File: src/design/ait_pkg.sv
// Package for the arithmetic execute and timing unit.
// Assumes one core state clock; all sizes fixed.
package ait_pkg;

    // Operation codes
    typedef enum logic [2:0]
    {
        AIT_OP_SUM = 3'h0,
        AIT_OP_DIFF = 3'h1,
        AIT_OP_CARRY_SUM = 3'h2,
        AIT_OP_BORROW_DIFF = 3'h3,
        AIT_OP_STEP_UP = 3'h4,
        AIT_OP_STEP_DOWN = 3'h5,
        AIT_OP_COMPARE = 3'h6
    } ait_op_type;

    // Operand forms
    typedef enum logic [3:0]
    {
        AIT_F_ACC_BANK = 4'h0,
        AIT_F_ACC_DIRECT_8BIT_OPERAND = 4'h1,
        AIT_F_ACC_PTR = 4'h2,
        AIT_F_ACC_IMM = 4'h3,
        AIT_F_BYTE_BYTE = 4'h4,
        AIT_F_WORD_WORD = 4'h5,
        AIT_F_DWORD_DWORD = 4'h6,
        AIT_F_DWORD_IMM0 = 4'h7,
        AIT_F_DWORD_IMM1 = 4'h8,
        AIT_F_WORD_IMM16 = 4'h9,
        AIT_F_WORD_DIRECT_16BIT_OPERAND = 4'ha,
        AIT_F_BYTE_DIRECT_16BIT_OPERAND = 4'hb,
        AIT_F_BYTE_IND_DWORD = 4'hc,
        AIT_F_STEP_DIRECT_8BIT_OPERAND = 4'hd,
        AIT_F_STEP_PTR = 4'he,
        AIT_F_STEP_SHORT = 4'hf
    } ait_form_type;

    // Operand sizes
    typedef enum logic [1:0]
    {
        AIT_SZ_BYTE = 2'h0,
        AIT_SZ_WORD = 2'h1,
        AIT_SZ_DWORD = 2'h2
    } ait_size_type;

    // Operand location for extra states
    typedef enum logic [1:0]
    {
        AIT_LOC_PLAIN = 2'h0,
        AIT_LOC_IO_PORT = 2'h1,
        AIT_LOC_PERIPH = 2'h2,
        AIT_LOC_EXTERNAL = 2'h3
    } ait_loc_type;

    localparam logic [7:0] AIT_EXTRA_IO = 8'h01;
    localparam logic [7:0] AIT_EXTRA_PERIPH = 8'h02;
    localparam logic [7:0] AIT_EXTRA_STEP_IO = 8'h02;
    localparam logic [7:0] AIT_EXTRA_STEP_PERIPH = 8'h03;
    localparam logic [7:0] AIT_EXT_BASE = 8'h02;
    localparam logic [15:0] AIT_ONES_WORD = 16'hffff;
    localparam logic [31:0] AIT_RESULT_RESET = 32'h0000_0000;

endpackage

File: src/design/ait_unit.sv
// Arithmetic execute and timing unit: result, flags, length and states.
// Assumes operands are fetched by the core; one request per start pulse.
// Operation
// RL1 - Sum writes destination plus source, byte word or dword.
// RL2 - Difference writes destination minus source.
// RL3 - Carry-sum writes accumulator plus source plus carry flag.
// RL4 - Borrow-difference writes accumulator minus source minus carry flag.
// RL5 - Accumulator with bank byte: 1 byte 1 state; source 2 and 2.
// RL6 - Accumulator pointer-indirect: 1 byte 2 states; source 2 bytes 3 states.
// RL7 - Byte register pair: 3 bytes 2 states; source 2 bytes 1 state.
// RL8 - Word register pair: 3 bytes 3 states; source 2 bytes 2 states.
// RL9 - Dword register pair: 3 bytes 5 states; source 2 bytes 4 states.
// RL10 - Dword with zero-extended immediate: 5/6 binary, 4/5 source.
// RL11 - Word with 16-bit immediate: 5/4 binary, 4/3 source.
// RL12 - Word with 16-bit direct memory: 5/4 binary, 4/3 source.
// RL13 - Marked forms: add 1 state for I/O port, 2 for peripheral.
// RL14 - Byte forms reaching external memory add N+2 states.
// RL15 - Word forms reaching external memory add twice N+2 states.
// RL16 - Step on direct operand: add 2 for I/O, 3 for peripheral.
// RL17 - Step of direct location by one: 2 bytes 2 states both modes.
// RL18 - Step via pointer byte: 1 byte 3 states; source 2 and 4.
// RL19 - Short step accepts 1, 2, 4 only; 3/2 binary, 2/1 source.
// RL20 - Short dword step up 4 states, down 5; source one fewer.
// RL21 - Dword compare with one-extended immediate: 5/6 binary, 4/5 source.
// RL22 - Byte compare via dword pointer: 4/4 binary, 3/3 source.
// RL23 - One-extended immediate fills ones above, zero-extended fills zeros.
// RL24 - Compare only updates flags, destination left unchanged.
`timescale 1ns/1ps
module ait_unit
(
    // Clock and reset
    input wire logic clk,
    input wire logic rst_b,
    // Request
    input wire logic start,
    input wire ait_pkg::ait_op_type op,
    input wire ait_pkg::ait_form_type form,
    input wire ait_pkg::ait_size_type size,
    input wire ait_pkg::ait_loc_type loc,
    input wire logic sourceMode,
    input wire logic [3:0] waitStates,
    input wire logic [31:0] destOperand,
    input wire logic [31:0] srcOperand,
    input wire logic [2:0] shortStep,
    input wire logic carryIn,
    // Answer
    output logic done,
    output logic writeBack,
    output logic illegal,
    output logic [31:0] result,
    output logic carryOut,
    output logic zeroOut,
    output logic [2:0] instrBytes,
    output logic [7:0] instrStates
);
    import ait_pkg::*;

    typedef struct packed
    {
        logic done;
        logic writeBack;
        logic illegal;
        logic [31:0] result;
        logic carryOut;
        logic zeroOut;
        logic [2:0] instrBytes;
        logic [7:0] instrStates;
    } ait_state_type;

    ait_state_type state_r;
    ait_state_type state_nxt;

    logic [31:0] srcExt;
    logic [32:0] wide;
    logic [31:0] sizeMask;
    logic [2:0] bytesB;
    logic [2:0] bytesS;
    logic [7:0] baseB;
    logic [7:0] baseS;
    logic [7:0] extra;
    logic [7:0] extUnit;
    logic shortOk;
    logic subtract;
    logic carryBit;

    always_comb
    begin
        state_nxt = state_r;
        state_nxt.done = 1'b0;
        state_nxt.writeBack = 1'b0;
        srcExt = srcOperand;
        sizeMask = 32'h0000_00ff;
        bytesB = 3'h3;
        bytesS = 3'h2;
        baseB = 8'h02;
        baseS = 8'h01;
        extra = 8'h00;
        extUnit = AIT_EXT_BASE + {4'h0, waitStates};
        shortOk = (shortStep == 3'h1) || (shortStep == 3'h2) || (shortStep == 3'h4);
        subtract = 1'b0;
        carryBit = 1'b0;
        wide = 33'h0;
        unique case (size)
            AIT_SZ_BYTE: sizeMask = 32'h0000_00ff;
            AIT_SZ_WORD: sizeMask = 32'h0000_ffff;
            AIT_SZ_DWORD: sizeMask = 32'hffff_ffff;
            default: sizeMask = 32'h0000_00ff;
        endcase
        // RL23 immediate upper fill
        if (form == AIT_F_DWORD_IMM1)
            srcExt = {AIT_ONES_WORD, srcOperand[15:0]};
        else if (form == AIT_F_DWORD_IMM0)
            srcExt = {16'h0000, srcOperand[15:0]};
        else if (op == AIT_OP_STEP_UP || op == AIT_OP_STEP_DOWN)
            srcExt = (form == AIT_F_STEP_SHORT) ? {29'h0, shortStep} : 32'h1;
        // Length and base states per form
        unique case (form)
            // RL5 bank byte timing
            AIT_F_ACC_BANK:
            begin
                bytesB = 3'h1;
                baseB = 8'h01;
                bytesS = 3'h2;
                baseS = 8'h02;
            end
            AIT_F_ACC_DIRECT_8BIT_OPERAND:
            begin
                bytesB = 3'h2;
                baseB = 8'h01;
                bytesS = 3'h2;
                baseS = 8'h01;
            end
            // RL6 pointer indirect timing
            AIT_F_ACC_PTR:
            begin
                bytesB = 3'h1;
                baseB = 8'h02;
                bytesS = 3'h2;
                baseS = 8'h03;
            end
            AIT_F_ACC_IMM:
            begin
                bytesB = 3'h2;
                baseB = 8'h01;
                bytesS = 3'h2;
                baseS = 8'h01;
            end
            // RL7 byte pair timing
            AIT_F_BYTE_BYTE:
            begin
                bytesB = 3'h3;
                baseB = 8'h02;
                bytesS = 3'h2;
                baseS = 8'h01;
            end
            // RL8 word pair timing
            AIT_F_WORD_WORD:
            begin
                bytesB = 3'h3;
                baseB = 8'h03;
                bytesS = 3'h2;
                baseS = 8'h02;
            end
            // RL9 dword pair timing
            AIT_F_DWORD_DWORD:
            begin
                bytesB = 3'h3;
                baseB = 8'h05;
                bytesS = 3'h2;
                baseS = 8'h04;
            end
            // RL10 RL21 extended immediate timing
            AIT_F_DWORD_IMM0, AIT_F_DWORD_IMM1:
            begin
                bytesB = 3'h5;
                baseB = 8'h06;
                bytesS = 3'h4;
                baseS = 8'h05;
            end
            // RL11 RL12 word immediate or direct
            AIT_F_WORD_IMM16, AIT_F_WORD_DIRECT_16BIT_OPERAND:
            begin
                bytesB = 3'h5;
                baseB = 8'h04;
                bytesS = 3'h4;
                baseS = 8'h03;
            end
            AIT_F_BYTE_DIRECT_16BIT_OPERAND:
            begin
                bytesB = 3'h5;
                baseB = 8'h03;
                bytesS = 3'h4;
                baseS = 8'h02;
            end
            // RL22 dword pointer compare
            AIT_F_BYTE_IND_DWORD:
            begin
                bytesB = 3'h4;
                baseB = 8'h04;
                bytesS = 3'h3;
                baseS = 8'h03;
            end
            // RL17 direct step
            AIT_F_STEP_DIRECT_8BIT_OPERAND:
            begin
                bytesB = 3'h2;
                baseB = 8'h02;
                bytesS = 3'h2;
                baseS = 8'h02;
            end
            // RL18 pointer step
            AIT_F_STEP_PTR:
            begin
                bytesB = 3'h1;
                baseB = 8'h03;
                bytesS = 3'h2;
                baseS = 8'h04;
            end
            // RL19 RL20 short step
            AIT_F_STEP_SHORT:
            begin
                bytesB = 3'h3;
                bytesS = 3'h2;
                baseB = 8'h02;
                baseS = 8'h01;
                if (size == AIT_SZ_DWORD)
                begin
                    baseB = (op == AIT_OP_STEP_DOWN) ? 8'h05 : 8'h04;
                    baseS = (op == AIT_OP_STEP_DOWN) ? 8'h04 : 8'h03;
                end
            end
        endcase
        // RL13 RL16 extra states for ports and peripherals
        if (form == AIT_F_ACC_DIRECT_8BIT_OPERAND || form == AIT_F_STEP_DIRECT_8BIT_OPERAND)
        begin
            if (loc == AIT_LOC_IO_PORT)
                extra = (form == AIT_F_STEP_DIRECT_8BIT_OPERAND) ? AIT_EXTRA_STEP_IO : AIT_EXTRA_IO;
            else if (loc == AIT_LOC_PERIPH)
                extra = (form == AIT_F_STEP_DIRECT_8BIT_OPERAND) ? AIT_EXTRA_STEP_PERIPH : AIT_EXTRA_PERIPH;
        end
        // RL14 RL15 external memory wait states
        if (loc == AIT_LOC_EXTERNAL)
        begin
            if (form == AIT_F_WORD_DIRECT_16BIT_OPERAND)
                extra = {extUnit[6:0], 1'b0};
            else if (form == AIT_F_BYTE_DIRECT_16BIT_OPERAND || form == AIT_F_BYTE_IND_DWORD)
                extra = extUnit;
        end
        // RL1 RL2 RL3 RL4 arithmetic
        subtract = (op == AIT_OP_DIFF) || (op == AIT_OP_BORROW_DIFF) ||
            (op == AIT_OP_STEP_DOWN) || (op == AIT_OP_COMPARE);
        carryBit = ((op == AIT_OP_CARRY_SUM) || (op == AIT_OP_BORROW_DIFF)) && carryIn;
        if (subtract)
            wide = {1'b0, destOperand & sizeMask} - {1'b0, srcExt & sizeMask} -
                {32'h0, carryBit};
        else
            wide = {1'b0, destOperand & sizeMask} + {1'b0, srcExt & sizeMask} +
                {32'h0, carryBit};
        if (start)
        begin
            state_nxt.done = 1'b1;
            // RL19 short step legality
            state_nxt.illegal = (form == AIT_F_STEP_SHORT) && !shortOk;
            state_nxt.instrBytes = sourceMode ? bytesS : bytesB;
            state_nxt.instrStates = (sourceMode ? baseS : baseB) + extra;
            if (!state_nxt.illegal)
            begin
                state_nxt.result = wide[31:0] & sizeMask;
                unique case (size)
                    AIT_SZ_WORD: state_nxt.carryOut = wide[16];
                    AIT_SZ_DWORD: state_nxt.carryOut = wide[32];
                    default: state_nxt.carryOut = wide[8];
                endcase
                state_nxt.zeroOut = ((wide[31:0] & sizeMask) == 32'h0);
                // RL24 compare keeps destination
                state_nxt.writeBack = (op != AIT_OP_COMPARE);
            end
        end
    end

    always_ff @(posedge clk or negedge rst_b)
    begin
        if (!rst_b)
        begin
            state_r <= '0;
            state_r.result <= AIT_RESULT_RESET;
        end
        else
            state_r <= state_nxt;
    end

    assign done = state_r.done;
    assign writeBack = state_r.writeBack;
    assign illegal = state_r.illegal;
    assign result = state_r.result;
    assign carryOut = state_r.carryOut;
    assign zeroOut = state_r.zeroOut;
    assign instrBytes = state_r.instrBytes;
    assign instrStates = state_r.instrStates;

    property p_sum_result;
        @(posedge clk) disable iff (!rst_b)
        start && op == AIT_OP_SUM && size == AIT_SZ_DWORD && form == AIT_F_DWORD_DWORD
        |=> result == $past(destOperand) + $past(srcOperand);
    endproperty
    a_sum_result: assert property (p_sum_result) else $error("sum result wrong"); // RL1

    property p_diff_byte;
        @(posedge clk) disable iff (!rst_b)
        start && op == AIT_OP_DIFF && size == AIT_SZ_BYTE && form == AIT_F_BYTE_BYTE
        |=> result[7:0] == 8'($past(destOperand[7:0]) - $past(srcOperand[7:0]));
    endproperty
    a_diff_byte: assert property (p_diff_byte) else $error("difference result wrong"); // RL2

    property p_carry_sum;
        @(posedge clk) disable iff (!rst_b)
        start && op == AIT_OP_CARRY_SUM && size == AIT_SZ_BYTE
        |=> result[7:0] == 8'($past(destOperand[7:0]) + $past(srcOperand[7:0])
            + {7'h0, $past(carryIn)});
    endproperty
    a_carry_sum: assert property (p_carry_sum) else $error("carry sum wrong"); // RL3

    property p_borrow_diff;
        @(posedge clk) disable iff (!rst_b)
        start && op == AIT_OP_BORROW_DIFF && size == AIT_SZ_BYTE
        |=> result[7:0] == 8'($past(destOperand[7:0]) - $past(srcOperand[7:0])
            - {7'h0, $past(carryIn)});
    endproperty
    a_borrow_diff: assert property (p_borrow_diff) else $error("borrow difference wrong"); // RL4

    property p_bank_timing;
        @(posedge clk) disable iff (!rst_b)
        start && form == AIT_F_ACC_BANK
        |=> instrStates == ($past(sourceMode) ? 8'h02 : 8'h01) && done;
    endproperty
    a_bank_timing: assert property (p_bank_timing) else $error("bank form states wrong"); // RL5

    property p_dword_pair;
        @(posedge clk) disable iff (!rst_b)
        start && form == AIT_F_DWORD_DWORD && !sourceMode
        |=> instrBytes == 3'h3 && instrStates == 8'h05;
    endproperty
    a_dword_pair: assert property (p_dword_pair) else $error("dword pair timing wrong"); // RL9

    property p_ext_word;
        @(posedge clk) disable iff (!rst_b)
        start && form == AIT_F_WORD_DIRECT_16BIT_OPERAND && loc == AIT_LOC_EXTERNAL && sourceMode
        |=> instrStates == 8'h03 + 8'h2 * (8'h02 + {4'h0, $past(waitStates)});
    endproperty
    a_ext_word: assert property (p_ext_word) else $error("external word states wrong"); // RL15

    property p_short_illegal;
        @(posedge clk) disable iff (!rst_b)
        start && form == AIT_F_STEP_SHORT && shortStep == 3'h3
        |=> illegal && !writeBack;
    endproperty
    a_short_illegal: assert property (p_short_illegal) else $error("bad step accepted"); // RL19

    property p_compare_keep;
        @(posedge clk) disable iff (!rst_b)
        start && op == AIT_OP_COMPARE |=> done && !writeBack;
    endproperty
    a_compare_keep: assert property (p_compare_keep) else $error("compare wrote back"); // RL24

endmodule

File: config.mk
export PLATFORM = sky130hd
export DESIGN_NAME = ait_unit
export DESIGN_NICKNAME = d
export VERILOG_FILES = /design/src/design/ait_pkg.sv /design/src/design/ait_unit.sv
export SDC_FILE = /design/constraint.sdc
export NUM_CORES = 1
export LEC_CHECK = 0
export ABC_AREA = 1
export BUFFER_PORTS_ARGS = -buffer_cell sky130_fd_sc_hd__buf_2
export CORE_ASPECT_RATIO = 1.1
export CORE_UTILIZATION = 40
export CTS_CLUSTER_DIAMETER = 120
export CTS_CLUSTER_SIZE = 24
export DETAILED_ROUTE_END_ITERATION = 16
export PLACE_DENSITY = 0.59
export SLEW_MARGIN = 20
export SYNTH_ARGS = -nofsm -noshare
export SYNTH_HDL_FRONTEND = slang
export SYNTH_SLANG_ARGS = --single-unit
File: constraint.sdc
create_clock -name clk -period 1.5 [get_ports clk]
set_clock_uncertainty 0.05 [all_clocks]
set_input_delay 0 -clock clk [delete_from_list [all_inputs] [get_ports clk]]
set_output_delay 0 -clock clk [all_outputs]
set_load 0.05 [all_outputs]
==> results.cfg <==
[routing]
wl_per_cell_microns = 14.8
drt_iter0_markers = 546
vias = 11800
routed_wl_microns = 35800
drt_first_pass_iters = 11
viasPerCell = 4.89
ant_nets = 0
drc = 2

[status]
status = finished, violations left
violations = DRC, setup timing

[global_routing]
antenna_found_initial = 0
grt_pass1_wl_microns = 55100
track_usage_pct = 30.6
grt_start_max_net_pins = 47
grt_pass1_vias = 11300
grt-ovfl-total = 0

[worst_setup_path]
rr_endpoint = instrStates[5]
r2r_setup_slack_ps = 720
critical_path_arrival_ps = 3480
startpoint_type = input port
regToRegStartpoint = instrStates[5]
required_ps = 1690
reg2reg_depth = 4
critPathMaxStageDelay_ps = 480
cp_slowest_cell = fa_2
setup.worst_path.start = form[1]
crit_fanout = 4
worst-setup-path-type = input port to flip-flop
crit_end = zeroOut
cp_common_cell = nand2_1
critPathCaptureType = flip-flop

[yosys]
yosysTopAreaCell = nand2_1
synth_edf_count = 0
yosysTopAreaCellShare_pct = 23.0
ys_warn_count = 0
syn_inst = 1661
ys_seq_elements = 47
synth.area.top_cells = nand2_1 23%, inv_1 16%, ha_1 14%
synth_flop_cell = dfrtp_1
synth_common_cells = 549 x nand2_1, 375 x inv_1, 158 x nand3_1
seq_area_frac_synth_pct = 13.1
syn_area_per_cell_sq_um = 5.39
syn-num-nets = 1852
synth_cell_types = 42
netlist_area_sq_mm = 0.00895
async_reset_ff_share_pct = 100
synth_most_common_cell = nand2_1

[pwr]
peakVddDrop_mv = 0.640
leakagePower_nw = 8.15
clkPwrFrac_pct = 14.1
p_seq_share_pct = 14.7
power.density_mw_per_mm2 = 709
netSwitchingPower_mw = 4.95
comb_power_share_pct = 71.2
internal-power_mw = 5.41
power_mw = 10.4
swShare_pct = 47.8

[timing]
slew_violations = 0
final.setup.worst_slack_ps = -1800
timing.fmax_ghz = 0.303
finalSetupViolations = 41
hold_viol = 0
finalSetupTns_ps = -47070
post-route-min-period_ps = 3300
rsz0062_at_grt = true
fin_crit_sh_pct = 220

[place]
routabilityCongestion = 0.977
io_buffer_count = 133
dp_hpwl_microns = 29300
dpl_worst_slack_ps = -2270

[floorplan]
die-area_sq_mm = 0.0230
initial_core_util_pct = 40.6
core_sq_mm = 0.0220
die_width_microns = 145
die_h_microns = 159
io_pins = 135
rows = 57

[layout]
nets = 2318
fillers = 1959
area_growth_pct = 63.2
drive_gt1_share_pct = 39.0
num_antenna_cells = 0

[min_path]
hp-class = input port to asynchronous set/reset pin

[clock_tree]
clk_pin_slew_worst_paths_ps = 60
cts_tree = yes
clkSinkCount = 47
cts_buffers = 5
htreeDepth = 2
clk_path_buf_depth = 2
cts_root_buf = clkbuf_16
clock_latency_ps = 290

[flow_run]
max_cap_viol_count = 0
[critical path: cells and delay by family]
| family | cells | cell delay (ps) |
|---|---|---|
| AOI/OAI and AO/OA | 1 | 150 |
| adders and majority gates | 3 | 1040 |
| buffers and inverters | 7 | 750 |
| and+or+nand+nor | 16 | 1520 |
[cell usage in the layout, fill, tap and decap left out, drive strengths merged, types with 5 or more instances in the layout]
master  Yosys  final
a31oi       7      7
a21oi      71     71
nand4      22     22
inv       379    378
ha         99     99
xor2        5      5
o211ai      6      6
fa          5      5
o21bai      8      8
nand2     561    561
nor2      165    165
o21ai      62     62
nand3     162    162
clkbuf     14      6
buf        12    480
dfrtp      47     47
nor3       13     13
[state kept, by name (all words and copies together) (netlist names)]
name and count:
carryOut 1, done 1, illegal 1, instrBytes 3, instrStates 7, result 32, writeBack 1, zeroOut 1
[per-stage QoR]
stage / hold WS [ps] / std cells / instance area (sq um) / util (%)
floorplan: -346 / 1661 / 9120 / -
CTS: 56.8 / 2420 / 13500 / 61.4
detailed placement: -170 / 2376 / 12400 / 56.4
global placement: -168 / 2376 / 12400 / 56.4
global route: 95.0 / 2423 / 14600 / 66.3
finish: 53.2 / 2423 / 14600 / 66.3
[layout make-up]
class	instances	area [sq um]	share of cell area, %
inverter	382	1490	10.2
clock inverter	2	60.1	0.411
timing repair inverter	1	7.51	0.0514
tap	295	369	2.53
timing repair buffer	484	3520	24.1
sequential	47	1180	8.05
multi-input combinational	1206	7860	53.8
clock buffer	6	129	0.882
[power groups by stage]
| stage | Combinational, mW | Sequential, mW | Clock [mW] |
|---|---|---|---|
| 2_1_floorplan | 2.90 | 2.11 | 0 |
| 3_3_place_gp | 5.90 | 1.54 | 0 |
| 3_5_place_dp | 5.94 | 1.54 | 0 |
| 4_1_cts | 6.49 | 1.52 | 1.48 |
| 5_1_grt | 8.00 | 1.54 | 1.51 |
| 6_report | 7.37 | 1.52 | 1.46 |
[metal layers]
| metal | vias to the layer above | share of wire (%) | track usage, % |
|---|---|---|---|
| met2 | 325 | 48 | 53.1 |
| li1 | 6041 | - | - |
| met3 | 77 | 3.9 | 1.12 |
| met1 | 5398 | 44 | 39.9 |
| met5 | - | 0 | 0 |
| met4 | 0 | 3.5 | 10.6 |
[logic make-up (layout without fill, tap and decap cells)]
group	Yosys count	in the layout	share of synthesized area, %
AOI/OAI and AO/OA	167	167	10.5
xor gates and xnor gates	6	6	0.587
adders and majority gates	104	104	15.0
buffers and inverters	408	875	17.5
DFF	47	47	13.1
other	1	1	0.0419
and+or+nand+nor	928	928	43.2
[how the worst min path moves through the flow]
stage / from / depth (start not counted) / end
final: rst_b / 2 / instrBytes[0]
after detailed placement: rst_b / 1 / instrBytes[0]
after floorplan: rst_b / 0 / carryOut
after global placement: rst_b / 1 / instrBytes[0]
after global routing: rst_b / 2 / instrBytes[0]
after CTS: rst_b / 2 / instrBytes[0]
[what timing repair did]
action                     4_1_cts  5_1_grt
setup buffers                   51       21
resized for setup              151      268
cloned                           1        0
hold buffers                     4        0
hold endpoints to repair        49        0
setup endpoints to repair       41       41
pin swaps                       63       92
Note: power is estimated with default switching activity, not from simulation.
